[src/hdl/dpcm_pkg.sv]
// shared types, mode tables and decode helpers for the 12-bit pixel compressor
package dpcm_pkg;

   // pixel and word geometry
   localparam int         PIX_W      = 12;                  // raw pixel width
   localparam int         WORD_W     = 8;                   // widest encoded word
   localparam int         NUM_MODES  = 6;                   // difference modes per scheme
   localparam int         MODE_W     = 3;                   // width of a mode index
   localparam logic [3:0] PIX_W_L    = 4'hC;                // pixel width as a shift operand
   localparam logic [3:0] ONE_BIT    = 4'h1;                // width taken by the leading plain bit
   localparam logic       PLAIN_LEAD = 1'b1;                // leading bit of a plain-value word
   localparam logic [7:0] START_MIN  = 8'h01;               // replaces an all-zero line-start word

   // compression scheme selection, static while pixels flow
   typedef enum logic [1:0] {
      SCHEME_12_8 = 2'h0,                                   // 8-bit words
      SCHEME_12_7 = 2'h1,                                   // 7-bit words
      SCHEME_12_6 = 2'h3                                    // 6-bit words
   } scheme_t;

   // one difference mode: range limit, offset, shift, code word and its length
   typedef struct packed {
      logic [11:0] limit;                                   // absolute difference must be below this
      logic [11:0] offset;                                  // subtracted before scaling
      logic [2:0]  shift;                                   // log2 of the divisor
      logic [3:0]  code;                                    // code word, right aligned
      logic [2:0]  code_len;                                // code word length in bits
   } mode_entry_t;

   // pixel arriving from the source
   typedef struct packed {
      logic [11:0] pixel;                                   // original pixel
      logic [11:0] pred;                                    // predicted value
      logic        no_pred;                                 // line start, no prediction
   } pixel_in_t;

   // encoded word leaving for the packer
   typedef struct packed {
      logic [7:0]  word;                                    // code word in the top bits of the scheme width
      logic [2:0]  mode;                                    // difference mode used, zero based
      logic        plain;                                   // plain-value or line-start word
   } enc_out_t;

   // mode tables, rows 12-8, 12-7, 12-6; 12-8 pads its sixth mode with an unreachable copy
   localparam mode_entry_t MODE_TABLE [3][NUM_MODES] = '{
      '{'{12'h008, 12'h000, 3'h0, 4'h0, 3'h4}, '{12'h028, 12'h008, 3'h1, 4'h3, 3'h3},
        '{12'h068, 12'h028, 3'h2, 4'h2, 3'h3}, '{12'h0E8, 12'h068, 3'h3, 4'h1, 3'h3},
        '{12'h168, 12'h0E8, 3'h4, 4'h1, 3'h4}, '{12'h168, 12'h0E8, 3'h4, 4'h1, 3'h4}},
      '{'{12'h004, 12'h000, 3'h0, 4'h0, 3'h4}, '{12'h00C, 12'h004, 3'h1, 4'h1, 3'h4},
        '{12'h01C, 12'h00C, 3'h2, 4'h2, 3'h4}, '{12'h05C, 12'h01C, 3'h3, 4'h2, 3'h3},
        '{12'h0DC, 12'h05C, 3'h4, 4'h3, 3'h3}, '{12'h15C, 12'h0DC, 3'h5, 4'h3, 3'h4}},
      '{'{12'h002, 12'h000, 3'h0, 4'h0, 3'h4}, '{12'h00A, 12'h002, 3'h2, 4'h1, 3'h4},
        '{12'h02A, 12'h00A, 3'h3, 4'h2, 3'h3}, '{12'h04A, 12'h02A, 3'h4, 4'h2, 3'h4},
        '{12'h0CA, 12'h04A, 3'h5, 4'h3, 3'h3}, '{12'h14A, 12'h0CA, 3'h6, 4'h3, 3'h4}}
   };

   // word width of each scheme
   localparam logic [3:0] SCHEME_WIDTH [3] = '{4'h8, 4'h7, 4'h6};

   // table row of a scheme; the unused code falls back to 12-8
   function automatic logic [1:0] scheme_row(input scheme_t s);
      unique case (s)
         SCHEME_12_7: scheme_row = 2'h1;
         SCHEME_12_6: scheme_row = 2'h2;
         default:     scheme_row = 2'h0;
      endcase
   endfunction : scheme_row

   // one mode entry of a scheme
   function automatic mode_entry_t mode_entry(input scheme_t s, input int idx);
      mode_entry = MODE_TABLE[scheme_row(s)][idx];
   endfunction : mode_entry

   // word width of a scheme
   function automatic logic [3:0] scheme_width(input scheme_t s);
      scheme_width = SCHEME_WIDTH[scheme_row(s)];
   endfunction : scheme_width

endpackage : dpcm_pkg

[src/hdl/pixel_diff.sv]
// difference of original and predicted pixel, with magnitude and sign flags
`timescale 1ns/1ns
`default_nettype none
module pixel_diff
   import dpcm_pkg::*;
(
   // operands
   input  wire logic [11:0] pixel,
   input  wire logic [11:0] pred,
   // results
   output logic [11:0]      abs_diff,
   output logic             neg,
   output logic             non_pos
);

   logic signed [12:0] diff;                                // original minus prediction

   // signed difference and its magnitude
   always_comb begin
      diff     = $signed({1'b0, pixel}) - $signed({1'b0, pred});
      neg      = diff[12];
      non_pos  = diff[12] || (diff == 13'h0000);
      abs_diff = neg ? 12'(-diff) : diff[11:0];
   end

endmodule : pixel_diff
`default_nettype wire

[src/hdl/range_selector.sv]
// picks the first difference mode whose range holds the magnitude
`timescale 1ns/1ns
`default_nettype none
module range_selector
   import dpcm_pkg::*;
(
   // inputs
   input  wire scheme_t     scheme,
   input  wire logic [11:0] abs_diff,
   // selection
   output logic [2:0]       mode,
   output logic             plain
);

   logic [NUM_MODES-1:0] below;                             // magnitude under each mode limit

   // one comparator per mode
   genvar gi;
   generate
      for (gi = 0; gi < NUM_MODES; gi++) begin : g_cmp
         assign below[gi] = abs_diff < MODE_TABLE[scheme_row(scheme)][gi].limit;
      end
   endgenerate

   // lowest matching mode wins; none matching means plain value
   always_comb begin
      mode  = 3'h0;
      plain = 1'b1;
      for (int i = NUM_MODES - 1; i >= 0; i--) begin
         if (below[i]) begin
            mode  = 3'(i);
            plain = 1'b0;
         end
      end
   end

endmodule : range_selector
`default_nettype wire

[src/hdl/pixel_dpcm_compressor_12bit.sv]
// 12-bit pixel compressor: line-start, difference and plain-value encoding
`timescale 1ns/1ns
`default_nettype none
// Function
// - 12-8 mode four: 001, sign, (abs-104)/8
// - 12-8 mode five: 0001, sign, (abs-232)/16
// - 12-8 plain: leading 1, pixel/32
// - 12-7 line start: pixel/32, zero becomes 1
// - 12-7 ranges 4,12,28,92,220,348 else plain
// - 12-7 mode one: 0000, sign on <=0, abs
// - 12-7 mode two: 0001, sign, (abs-4)/2
// - 12-7 mode three: 0010, sign, (abs-12)/4
// - 12-7 mode four: 010, sign, (abs-28)/8
// - 12-7 mode five: 011, sign, (abs-92)/16
// - 12-7 mode six: 0011, sign, (abs-220)/32
// - 12-7 plain: leading 1, pixel/64
// - later modes: sign set only when negative
// - 12-6 line start: pixel/64, zero becomes 1
// - 12-6 ranges 2,10,42,74,202,330, skip two
// - 12-6 mode one: 0000, sign on <=0, abs
// - 12-6 mode three: 0001, sign, (abs-2)/4
// - 12-6 mode four: 010, sign, (abs-10)/8
// - 12-6 mode five: 0010, sign, (abs-42)/16
// - 12-6 mode six: 011, sign, (abs-74)/32
// - 12-6 mode seven: 0011, sign, (abs-202)/64
// - 12-6 plain: leading 1, five-bit field
// - 12-6 plain field is pixel/128
module pixel_dpcm_compressor_12bit
   import dpcm_pkg::*;
(
   // clock and reset
   input  wire logic      clk,
   input  wire logic      resetn,
   // pixel source
   input  wire logic      in_valid,
   input  wire pixel_in_t in_pix,
   input  wire scheme_t   in_scheme,
   // packer side
   output logic           out_valid,
   output enc_out_t       out_enc
);

   // combinational encode path
   logic [11:0] abs_diff;                                   // magnitude of the difference
   logic        neg;                                        // difference below zero
   logic        non_pos;                                    // difference zero or below
   logic [2:0]  sel_mode;                                   // chosen difference mode
   logic        sel_plain;                                  // range exceeded, send plain value
   enc_out_t    enc_next;                                   // word to register
   // output registers
   logic        out_valid_reg;                              // word present this cycle
   enc_out_t    out_enc_reg;                                // encoded word

   // difference of original and prediction
   pixel_diff u_diff (
      .pixel    (in_pix.pixel),
      .pred     (in_pix.pred),
      .abs_diff (abs_diff),
      .neg      (neg),
      .non_pos  (non_pos)
   );

   // range comparison across the scheme's modes
   range_selector u_range (
      .scheme   (in_scheme),
      .abs_diff (abs_diff),
      .mode     (sel_mode),
      .plain    (sel_plain)
   );

   // difference word: code on top, sign, then scaled magnitude
   function automatic logic [7:0] pack_diff(input scheme_t s, input mode_entry_t e,
                                            input logic sgn, input logic [11:0] a);
      logic [3:0]  w;
      logic [3:0]  vbits;
      logic [11:0] v;
      logic [7:0]  word;
      w     = scheme_width(s);
      vbits = w - ONE_BIT - {1'b0, e.code_len};
      v     = (a - e.offset) >> e.shift;                    // truncating divide
      word  = 8'(e.code) << (w - {1'b0, e.code_len});       // code word in the top bits
      word  = word | (8'(sgn) << vbits);
      word  = word | (8'(v) & ((8'h01 << vbits) - 8'h01));
      return word;
   endfunction : pack_diff

   // plain-value word: leading one then pixel scaled to width minus one
   function automatic logic [7:0] pack_plain(input scheme_t s, input logic [11:0] px);
      logic [3:0] w;
      w = scheme_width(s);
      return (8'(PLAIN_LEAD) << (w - ONE_BIT)) | 8'(px >> (PIX_W_L - w + ONE_BIT));
   endfunction : pack_plain

   // line-start word: pixel scaled to the full width, never all zero
   function automatic logic [7:0] pack_start(input scheme_t s, input logic [11:0] px);
      logic [7:0] v;
      v = 8'(px >> (PIX_W_L - scheme_width(s)));
      return (v == 8'h00) ? START_MIN : v;                  // zero replaced
   endfunction : pack_start

   // choose the word for this pixel
   always_comb begin
      enc_next = '0;
      if (in_pix.no_pred) begin
         // no prediction at line start
         enc_next.word  = pack_start(in_scheme, in_pix.pixel);
         enc_next.plain = 1'b1;
      end else if (sel_plain) begin
         // magnitude beyond the last range
         enc_next.word  = pack_plain(in_scheme, in_pix.pixel);
         enc_next.plain = 1'b1;
      end else begin
         // first mode signs zero as negative, others only on negative
         enc_next.word = pack_diff(in_scheme, mode_entry(in_scheme, int'(sel_mode)),
                                   (sel_mode == 3'h0) ? non_pos : neg, abs_diff);
         enc_next.mode = sel_mode;
      end
   end

   // word valid flag follows the source one cycle later
   always_ff @(posedge clk) begin
      if (!resetn) begin
         out_valid_reg <= 1'b0;
      end else begin
         out_valid_reg <= in_valid;
      end
   end

   // encoded word register, loaded with each incoming pixel
   always_ff @(posedge clk) begin
      if (!resetn) begin
         out_enc_reg <= '0;
      end else if (in_valid) begin
         out_enc_reg <= enc_next;
      end
   end

   // ports straight from the registers
   assign out_valid = out_valid_reg;
   assign out_enc   = out_enc_reg;
endmodule : pixel_dpcm_compressor_12bit
`default_nettype wire

[config.mk]
export PLATFORM = sky130hd
export DESIGN_NAME = pixel_dpcm_compressor_12bit
export DESIGN_NICKNAME = d
export VERILOG_FILES = /design/src/hdl/dpcm_pkg.sv /design/src/hdl/pixel_diff.sv /design/src/hdl/range_selector.sv /design/src/hdl/pixel_dpcm_compressor_12bit.sv
export SDC_FILE = /design/constraint.sdc
export NUM_CORES = 1
export LEC_CHECK = 0
export BUFFER_PORTS_ARGS = -buffer_cell sky130_fd_sc_hd__buf_2
export CORE_MARGIN = 2
export CORE_UTILIZATION = 30
export DETAILED_ROUTE_END_ITERATION = 8
export SLEW_MARGIN = 0
export SYNTH_ARGS = -nofsm -noshare
export SYNTH_HDL_FRONTEND = slang
export SYNTH_SLANG_ARGS = --single-unit
[constraint.sdc]
create_clock -name clk -period 12.1 [get_ports clk]
set_input_delay 0.605 -clock clk [delete_from_list [all_inputs] [get_ports clk]]
set_output_delay 0.605 -clock clk [all_outputs]
set_load 0.005 [all_outputs]
==> results.py, run 1 <==
metrics = {
    "critical_path": {
        "slowest_delay_ns": 0.47,
        "crit_slowest_cell": "or4_1",
        "start_kind": "input port",
        "worst-path-buf-inv": 3,
        "cp_max_fo": 16,
        "crit_arrival_ns": 9.03,
        "worstSetupEndpointType": "flop",
        "path_depth": 37,
        "cp.required_ns": 12.20,
        "crit_type": "input port to flop",
        "crit_family": "compound AO/OA/AOI/OAI gates",
        "reg2reg_depth": 6,
    },
    "timing": {
        "max_freq_mhz": 112,
        "maxSlewViolCount": 0,
        "setup_viol": 0,
        "fin_crit_sh_pct": 73.8,
        "period_minus_slack_ns": 8.93,
        "worstMarginPinSlew_ns": 0.846,
        "rsz0062_at_grt": "false",
        "fin_skew_ns": 0,
        "hold_viol": 0,
        "tns_ns": 0,
        "holdWs_ns": 0.476,
        "slew_headroom_pct": 43.4,
    },
    "synth": {
        "synthCells": 626,
        "ys.flop_type": "dfxtp_1",
        "ys_seq_area_share_pct": 5.91,
        "syn_area_per_cell_um2": 7.04,
        "yosys_warnings": 0,
        "yosysUniqueCellTypes": 77,
        "syn_nets": 698,
        "synth_seq_cells": 13,
        "ys_top_cells_by_area": "ha_1 (11%), mux2i_1 (8.2%), dfxtp_1 (5.9%), a21oi_1 (4.4%), inv_1 (4.3%)",
        "yosys.area.top_type_share_pct": 11.1,
        "netlist_area_um2": 4400,
        "yosys.area.top_type": "ha_1",
        "synth_edf_count": 0,
        "async_reset_ff_share_pct": 0,
    },
    "clock_tree": {
        "clock_tree.root_cell": "clkbuf_16",
        "htreeDepth": 1,
        "insertion_delay_ns": 0.24,
        "cts_buffers": 3,
        "hold_buffers": 0,
        "clkSinkCount": 13,
        "cts_tree": "done",
        "clock_path_buffers": 2,
        "cts.clk_slew.worst_paths_ns": 0.04,
        "ctsResizeCount": 0,
        "post-cts-setup-buffer-count": 0,
    },
    "worst_hold_path": {
        "hold_path.class": "flop to flop",
        "hold_path_depth": 2,
    },
    "floorplanning": {
        "core_um2": 14400,
        "initial_core_util_pct": 30.5,
        "die_width_um": 125,
        "io-pin-count": 43,
        "die_area_um2": 15700,
        "die_h_um": 125,
        "num_rows": 44,
    },
    "final_layout": {
        "largest_reg_flops": 12,
        "stdcell_count": 826,
        "drive_above_1_share_pct": 10.9,
        "final_cell_mix": "inv_1 (50), nand2_1 (50), nor2_1 (44)",
        "area_growth_pct": 8.89,
        "final_nets": 715,
        "diodes": 0,
        "final_util_pct": 33.2,
    },
    "place": {
        "port_buffers": 42,
        "dpl.hpwl_mm": 11.4,
        "dp.cells": 822,
        "place_congestion": 0.959,
    },
    "global_routing": {
        "grt_start_max_net_pins": 23,
        "grt_pass1_vias": 4531,
        "gr-total-overflow": 0,
        "track_usage_pct": 17.0,
        "grt_pass1_wl_mm": 22.5,
        "antenna_found_initial": 0,
    },
    "detailed_routing": {
        "vias": 4848,
        "drc_errors": 0,
        "drt-wirelength-per-cell_um": 16.7,
        "routed_via_density": 5.87,
        "wl_mm": 13.8,
        "drt_first_iter_violations": 425,
        "dr.pass1.iters": 5,
        "ant_nets": 0,
    },
    "power": {
        "ir_drop_mv": 0.0525,
        "power.leakage_uw": 0.00203,
        "powerDensity_nw_per_um2": 147,
    },
    "status": {
        "status": "completed",
    },
    "job": {
        "cap_viol_max_count": 0,
    },
}
==> kinds of logic after synthesis <==
kind of cell               count (synthesis)  synth area share [%]
adders and majority gates                 42                  12.4
AOI/OAI and AO/OA                        218                  35.2
DFF                                       13                  5.91
and+or+nand+nor                          205                  24.1
buffers and inverters                     81                  7.33
xor gates and xnor gates                  26                  5.51
muxes                                     41                  9.52
==> routing by layer <==
metal / vias to the layer above / track usage, % / wire (um)
li1: 2415 / - / -
met1: 2235 / 23.1 / 6430
met2: 177 / 29.1 / 6240
met3: 21 / 2.52 / 912
met4: 0 / 2.61 / 216
met5: - / 0 / 0
==> where the power goes <==
group / switching (uW) / internal (uW)
Sequential: 3.70 / 48.7
Clock: 17.7 / 44.4
Combinational: 368 / 222
Total: 389 / 315
==> cell type report <==
cell class | count | area (um2)
Timing Repair Buffer | 43 | 218
Sequential cell | 13 | 260
Tap cell | 184 | 230
Clock buffer | 4 | 78.8
Inverter | 50 | 188
Multi-Input combinational cell | 532 | 3820
Fill cell | 1594 | 9630
==> path summary, 6_finish.rpt <==
| path | startpoint | to | slack, ns |
|---|---|---|---|
| max reg2reg | out_enc[6]$_SDFFE_PN0P_ | out_enc[6]$_SDFFE_PN0P_ | 10.94 |
| max | in_pix[13] | out_enc[9]$_SDFFE_PN0P_ | 3.17 |
| min reg2reg | out_enc[1]$_SDFFE_PN0P_ | out_enc[1]$_SDFFE_PN0P_ | 0.48 |
| min | out_enc[1]$_SDFFE_PN0P_ | out_enc[1]$_SDFFE_PN0P_ | 0.48 |
==> cell usage after synthesis (4+ instances only) <==
library cell and number:
inv_1 50, nand2_1 50, nor2_1 44, a21oi_1 39
ha_1 39, mux2i_1 36, o21ai_0 31, nand3_1 24
clkbuf_1 22, xnor2_1 17, nor3_1 16, dfxtp_1 13
a211oi_1 12, a31oi_1 12, o211ai_1 12, or3_1 12
o221ai_1 11, a21o_1 10, nor2b_1 10, o21a_1 9
a22oi_1 8, and2_1 8, nand2b_1 7, xor2_1 7
a311oi_1 6, o31ai_1 6, nand4_1 5, o2111ai_1 5
o22ai_1 5, and3_1 4, buf_1 4, mux2_2 4
nand3b_1 4, o21ai_1 4, or2_2 4, or4_1 4
==> worst min-delay path, delay by kind of cell, from the launching register on <==
kind | cells | cell delay [ns]
flops | 1 | 0.31
compound gates | 1 | 0.06
simple gates | 1 | 0.06
==> stage by stage <==
step	cell area (um2)	setup WS, ns	power, uW
final	4800	3.17	704
after CTS	4800	3.31	695
after detailed placement	4720	3.07	630
after global routing	4800	2.25	766
after floorplan	4400	4.17	496
after global placement	4720	3.32	630
(Power assumes the default switching activity.)
==> inputs of run 2 (changes only) <==
clock period = 9.29 ns   (was 12.1 ns; I/O delays follow)
==> run 2 against run 1 <==
Sequential power up 30%. Cell area rose by 1.4%. Via count increased by 1.0%. Worst hold slack lost 0.0050 ns. Critical path depth decreased by 1. Combinational power rose by 32%. Core utilization increased by 0.47 points. Clock skew stayed put. Sequential share of layout area down 0.075 points. Clock power increased by 32%.
==> results.py, run 2 (synthesis results as in run 1) <==
metrics = {
    "floorplanning": {
        "initial_core_util_pct": 30.5,
        "core_um2": 14400,
        "num_rows": 44,
        "die_width_um": 125,
        "io-pin-count": 43,
        "die_h_um": 125,
        "die_area_um2": 15700,
    },
    "timing": {
        "period_minus_slack_ns": 8.27,
        "fin_crit_sh_pct": 89.1,
        "rsz0062_at_grt": "false",
        "holdWs_ns": 0.471,
        "tns_ns": 0,
        "setup_viol": 0,
        "max_freq_mhz": 121,
        "maxSlewViolCount": 0,
        "hold_viol": 0,
        "fin_skew_ns": 0,
        "slew_headroom_pct": 46.4,
        "worstMarginPinSlew_ns": 0.799,
    },
    "clock_tree": {
        "insertion_delay_ns": 0.24,
        "htreeDepth": 1,
        "hold_buffers": 0,
        "cts_tree": "done",
        "post-cts-setup-buffer-count": 0,
        "clkSinkCount": 13,
        "cts.clk_slew.worst_paths_ns": 0.04,
        "cts_buffers": 3,
        "clock_tree.root_cell": "clkbuf_16",
        "clock_path_buffers": 2,
    },
    "place": {
        "dpl.hpwl_mm": 11.5,
        "place_congestion": 0.971,
        "port_buffers": 42,
    },
    "detailed_routing": {
        "drt-wirelength-per-cell_um": 16.9,
        "drc_errors": 0,
        "vias": 4897,
        "ant_nets": 0,
        "routed_via_density": 5.87,
        "drt_first_iter_violations": 417,
        "wl_mm": 14.1,
        "dr.pass1.iters": 5,
    },
    "final_layout": {
        "regArea_um2": 260,
        "n_fill_cell": 1584,
        "final_cell_mix": "inv_1 (50), nand2_1 (49), nor2_1 (44)",
        "final_common_cell": "inv_1",
        "final_nets": 723,
        "diodes": 0,
        "area_growth_pct": 10.4,
        "multi_input_area_um2": 3830,
        "largest_reg_flops": 12,
        "drive_above_1_share_pct": 12.3,
    },
    "worst_hold_path": {
        "hold_path.class": "flop to flop",
        "hold_path_depth": 2,
        "holdPathEnd": "out_enc[1]$_SDFFE_PN0P_",
        "min_from": "out_enc[1]$_SDFFE_PN0P_",
    },
    "power": {
        "ir_drop_mv": 0.0519,
        "power.leakage_uw": 0.00207,
        "powerDensity_nw_per_um2": 191,
    },
    "global_routing": {
        "grt_pass1_vias": 4641,
        "grt_start_max_net_pins": 23,
        "grt_pass1_wl_mm": 23.5,
        "track_usage_pct": 17.7,
        "gr-total-overflow": 0,
        "antenna_found_initial": 0,
    },
    "critical_path": {
        "crit_slowest_cell": "a311oi_2",
        "timing.rr.start": "out_enc[6]$_SDFFE_PN0P_",
        "worstReg2RegEnd": "out_enc[6]$_SDFFE_PN0P_",
        "cp_max_fo": 16,
        "r2r_slack_ns": 8.08,
        "reg2reg_depth": 6,
        "worstSetupEndpointType": "flop",
        "slowest_delay_ns": 0.54,
        "crit_type": "input port to flop",
        "start_kind": "input port",
        "crit_arrival_ns": 8.37,
        "cp.required_ns": 9.39,
    },
    "status": {
        "status": "completed",
    },
    "job": {
        "cap_viol_max_count": 0,
    },
}
-- run 2: metrics by stage --
| stage | utilization (%) | instance area [um2] | power (uW) | worst slack, ns | std cells |
|---|---|---|---|---|---|
| after detailed placement | 33.1 | 4780 | 825 | 0.680 | 830 |
| after floorplan | - | 4400 | 646 | 1.50 | 626 |
| after global placement | 33.1 | 4780 | 826 | 0.741 | 830 |
| final | 33.7 | 4860 | 928 | 1.02 | 834 |
| after CTS | 33.7 | 4860 | 911 | 0.903 | 834 |
| after global routing | 33.7 | 4860 | 1010 | 0.0380 | 834 |
-- run 2: worst max path at each step --
stage	startpoint	to	cells after the start
4_1_cts	in_pix[13]	out_enc[9]$_SDFFE_PN0P_	36
3_3_place_gp	in_pix[13]	out_enc[9]$_SDFFE_PN0P_	36
5_1_grt	in_pix[13]	out_enc[9]$_SDFFE_PN0P_	37
6_report	in_pix[13]	out_enc[9]$_SDFFE_PN0P_	36
2_1_floorplan	in_pix[13]	out_enc[9]$_SDFFE_PN0P_	37
3_5_place_dp	in_pix[13]	out_enc[9]$_SDFFE_PN0P_	36
-- run 2: final cells by class --
cell class,instances,area share (%)
sequential,13,5.35
multi-input combinational,532,78.7
tap,184,4.73
timing repair buffer,51,5.71
clock buffer,4,1.62
inverter,50,3.86
-- run 2: per-layer routing --
layer | vias up | part of all wire, % | GRT usage (%)
met5 | - | 0 | 0
met2 | 185 | 45 | 28.3
met3 | 32 | 7.0 | 3.64
met4 | 0 | 2.8 | 5.56
met1 | 2250 | 45 | 24.0
li1 | 2430 | - | -
-- run 2: critical path, delay by kind of cell --
kind / cells / cell delay, ns
AND/OR/NAND/NOR: 9 / 2.18
buffers and inverters: 3 / 0.20
adder cells (fa/ha/maj): 4 / 1.17
XOR/XNOR: 2 / 0.35
AO/OA/AOI/OAI: 18 / 3.98
-- run 2: power breakdown --
group / switching [uW] / internal (uW) / total [uW] / leakage (uW)
clock: 24.2 / 57.9 / 82.2 / 0.0000382
combinational: 484 / 293 / 777 / 0.00193
sequential: 4.83 / 63.4 / 68.3 / 0.000107
-- run 2: what timing repair did --
item | in CTS | in global routing
resized for setup | 0 | 2
hold endpoints to repair | 0 | 0
endpoints found under the setup margin | 0 | 2
==> inputs of run 3 (changes only) <==
ABC_AREA = 1   (was default)
REMOVE_ABC_BUFFERS = 1   (was default)
==> run 3 against run 2 <==
Clock-buffer cell count stayed put. Highest routed layer unchanged. Register-to-register slack better by 0.56 ns. Via count decreased by 4.3%. Sequential share of layout area up 0.35 points. Combinational power grew 44%.
==> results.py, run 3 <==
metrics = {
    "place": {
        "dpl.hpwl_mm": 10.2,
        "dp.cells": 947,
        "port_buffers": 42,
        "preCtsSetupSlack_ns": 2.45,
        "place_congestion": 0.861,
    },
    "synth": {
        "synthCells": 737,
        "yosysUniqueCellTypes": 48,
        "netlist_area_um2": 4100,
        "yosys.area.top_type": "nand2_1",
        "synth_top_family_by_area": "simple AND/OR/NAND/NOR gates",
        "syn_area_per_cell_um2": 5.57,
        "ys.flop_type": "dfxtp_1",
        "ys_top_cells_by_area": "nand2_1 (21%), ha_1 (12%), inv_1 (9.1%), nand3_1 (8.5%), dfxtp_1 (6.3%)",
        "synth_seq_cells": 13,
        "yosysMostFrequentCell": "nand2_1",
        "yosys-top-cells-count": "nand2_1 (232), inv_1 (99), nand3_1 (70)",
        "synth_compound_area_share_pct": 12.4,
        "async_reset_ff_share_pct": 0,
        "yosys.area.top_type_share_pct": 21.2,
        "synth_xor_area_share_pct": 3.81,
        "ys_seq_area_share_pct": 6.35,
        "synth_adder_area_share_pct": 13.4,
        "yosys.area_share.simple_pct": 52.1,
        "synth_mux_area_share_pct": 0,
        "yosys_warnings": 0,
        "synth_edf_count": 0,
    },
    "timing": {
        "fin_skew_ns": 0,
        "maxSlewViolCount": 0,
        "worstMarginPinSlew_ns": 0.602,
        "fin_crit_sh_pct": 71.8,
        "period_minus_slack_ns": 6.67,
        "tns_ns": 0,
        "max_freq_mhz": 150,
        "slew_headroom_pct": 59.7,
        "setup_ws_ns": 2.62,
        "hold_viol": 0,
        "rsz0062_at_grt": "false",
        "holdWs_ns": 0.450,
        "setup_viol": 0,
    },
    "final_layout": {
        "drive_above_1_share_pct": 15.0,
        "final_nets": 848,
        "stdcell_count": 951,
        "largest_reg_flops": 12,
        "final_cell_mix": "nand2_1 (232), inv_1 (99), nand3_1 (70)",
        "area_growth_pct": 11.2,
        "final_common_cell": "nand2_1",
        "diodes": 0,
    },
    "floorplanning": {
        "io-pin-count": 43,
        "die_width_um": 121,
        "core_um2": 13300,
        "initial_core_util_pct": 30.8,
        "die_h_um": 121,
        "num_rows": 42,
        "die_area_um2": 14600,
    },
    "clock_tree": {
        "ctsResizeCount": 0,
        "clock_path_buffers": 2,
        "hold_buffers": 0,
        "clock_tree.root_cell": "clkbuf_16",
        "cts_tree": "done",
        "htreeDepth": 1,
        "insertion_delay_ns": 0.24,
        "post-cts-setup-buffer-count": 0,
        "clkSinkCount": 13,
        "cts_buffers": 3,
        "cts.clk_slew.worst_paths_ns": 0.04,
    },
    "detailed_routing": {
        "ant_nets": 0,
        "wl_mm": 12.0,
        "drt_first_iter_violations": 393,
        "routed_via_density": 4.93,
        "drt-met1-wl_mm": 5.96,
        "top_layer_used": "met4",
        "drc_errors": 0,
        "route.met3.wl_um": 558,
        "drt-wirelength-per-cell_um": 12.6,
        "dr.pass1.iters": 5,
        "vias": 4685,
        "wl_met2_mm": 5.21,
    },
    "critical_path": {
        "crit_top_cell": "nand2_1",
        "worstSetupEndpoint": "out_enc[6]$_SDFFE_PN0P_",
        "reg2reg_depth": 2,
        "r2r_slack_ns": 8.64,
        "cp.required_ns": 9.42,
        "worstSetupEndpointType": "flop",
        "crit_arrival_ns": 6.80,
        "slowest_delay_ns": 0.49,
        "crit_type": "input port to flop",
        "start_kind": "input port",
        "timing.rr.start": "out_enc[5]$_SDFFE_PN0P_",
        "crit_slowest_cell": "fa_1",
        "worstReg2RegEnd": "out_enc[5]$_SDFFE_PN0P_",
        "cp_max_fo": 11,
        "startpoint": "in_pix[13]",
    },
    "power": {
        "power_frac_clock_pct": 6.3,
        "netSwitchingFraction_pct": 60.5,
        "comb_power_share_pct": 88.3,
        "p_int_uw": 502,
        "p_seq_share_pct": 5.4,
        "p_sw_uw": 769,
        "power.leakage_uw": 0.00255,
        "powerDensity_nw_per_um2": 279,
        "ir_drop_mv": 0.0944,
    },
    "global_routing": {
        "grt_pass1_vias": 4286,
        "grt_pass1_wl_mm": 20.0,
        "grt_start_max_net_pins": 15,
        "gr-total-overflow": 0,
        "track_usage_pct": 16.4,
        "antenna_found_initial": 0,
    },
    "status": {
        "status": "completed",
    },
    "job": {
        "cap_viol_max_count": 0,
    },
    "worst_hold_path": {
        "hold_path.class": "flop to flop",
    },
}
run 3: layer usage:
| metal | up-vias | GRT usage, % |
|---|---|---|
| met5 | - | 0 |
| met4 | 0 | 3.71 |
| met3 | 21 | 1.17 |
| met2 | 149 | 26.2 |
| met1 | 2048 | 23.9 |
| li1 | 2467 | - |
run 3: stage by stage:
stage / area (um2) / util, % / power, uW
3_3_place_gp: 4480 / 33.7 / 1180
6_report: 4560 / 34.3 / 1270
5_1_grt: 4560 / 34.3 / 1440
4_1_cts: 4560 / 34.3 / 1260
3_5_place_dp: 4480 / 33.7 / 1170
2_1_floorplan: 4050 / - / 928
run 3: cell type report:
cell class / count / area, um2
fillers: 1471 / 8730
flip-flops and latches: 13 / 260
clock buffers: 4 / 78.8
repair buffers: 43 / 218
inverters: 113 / 433
well taps: 176 / 220
multi-input cells: 602 / 3350
run 3: worst min-delay path by stage:
stage | from | endpoint | depth (start not counted)
after global placement | out_enc[7]$_SDFFE_PN0P_ | out_enc[7]$_SDFFE_PN0P_ | 2
after detailed placement | out_enc[7]$_SDFFE_PN0P_ | out_enc[7]$_SDFFE_PN0P_ | 2
after global routing | out_enc[9]$_SDFFE_PN0P_ | out_enc[9]$_SDFFE_PN0P_ | 2
final | out_enc[9]$_SDFFE_PN0P_ | out_enc[9]$_SDFFE_PN0P_ | 2
after CTS | out_enc[7]$_SDFFE_PN0P_ | out_enc[7]$_SDFFE_PN0P_ | 2
after floorplan | out_enc[3]$_SDFFE_PN0P_ | out_enc[3]$_SDFFE_PN0P_ | 2
run 3: logic make-up (layout without fill, tap and decap cells):
family	count (synthesis)	in the layout
AND/OR/NAND/NOR	457	457
XOR/XNOR	17	17
buffers and inverters	122	160
adder cells (fa/ha/maj)	42	42
flip-flops	13	13
AO/OA/AOI/OAI	86	86
run 3: power by group through the flow:
stage	clock network (uW)	registers, uW	logic (uW)
2_1_floorplan	0	69.9	858
3_3_place_gp	0	69.1	1110
3_5_place_dp	0	69.0	1100
4_1_cts	82.3	68.0	1110
5_1_grt	87.0	69.0	1290
6_report	80.5	68.0	1120
run 3: critical path: cells and delay by family:
kind / cells / cell delay, ns
xor+xnor: 1 / 0.31
buf+inv: 6 / 0.44
compound gates: 4 / 0.82
simple gates: 29 / 2.86
fa+ha+maj: 6 / 1.89
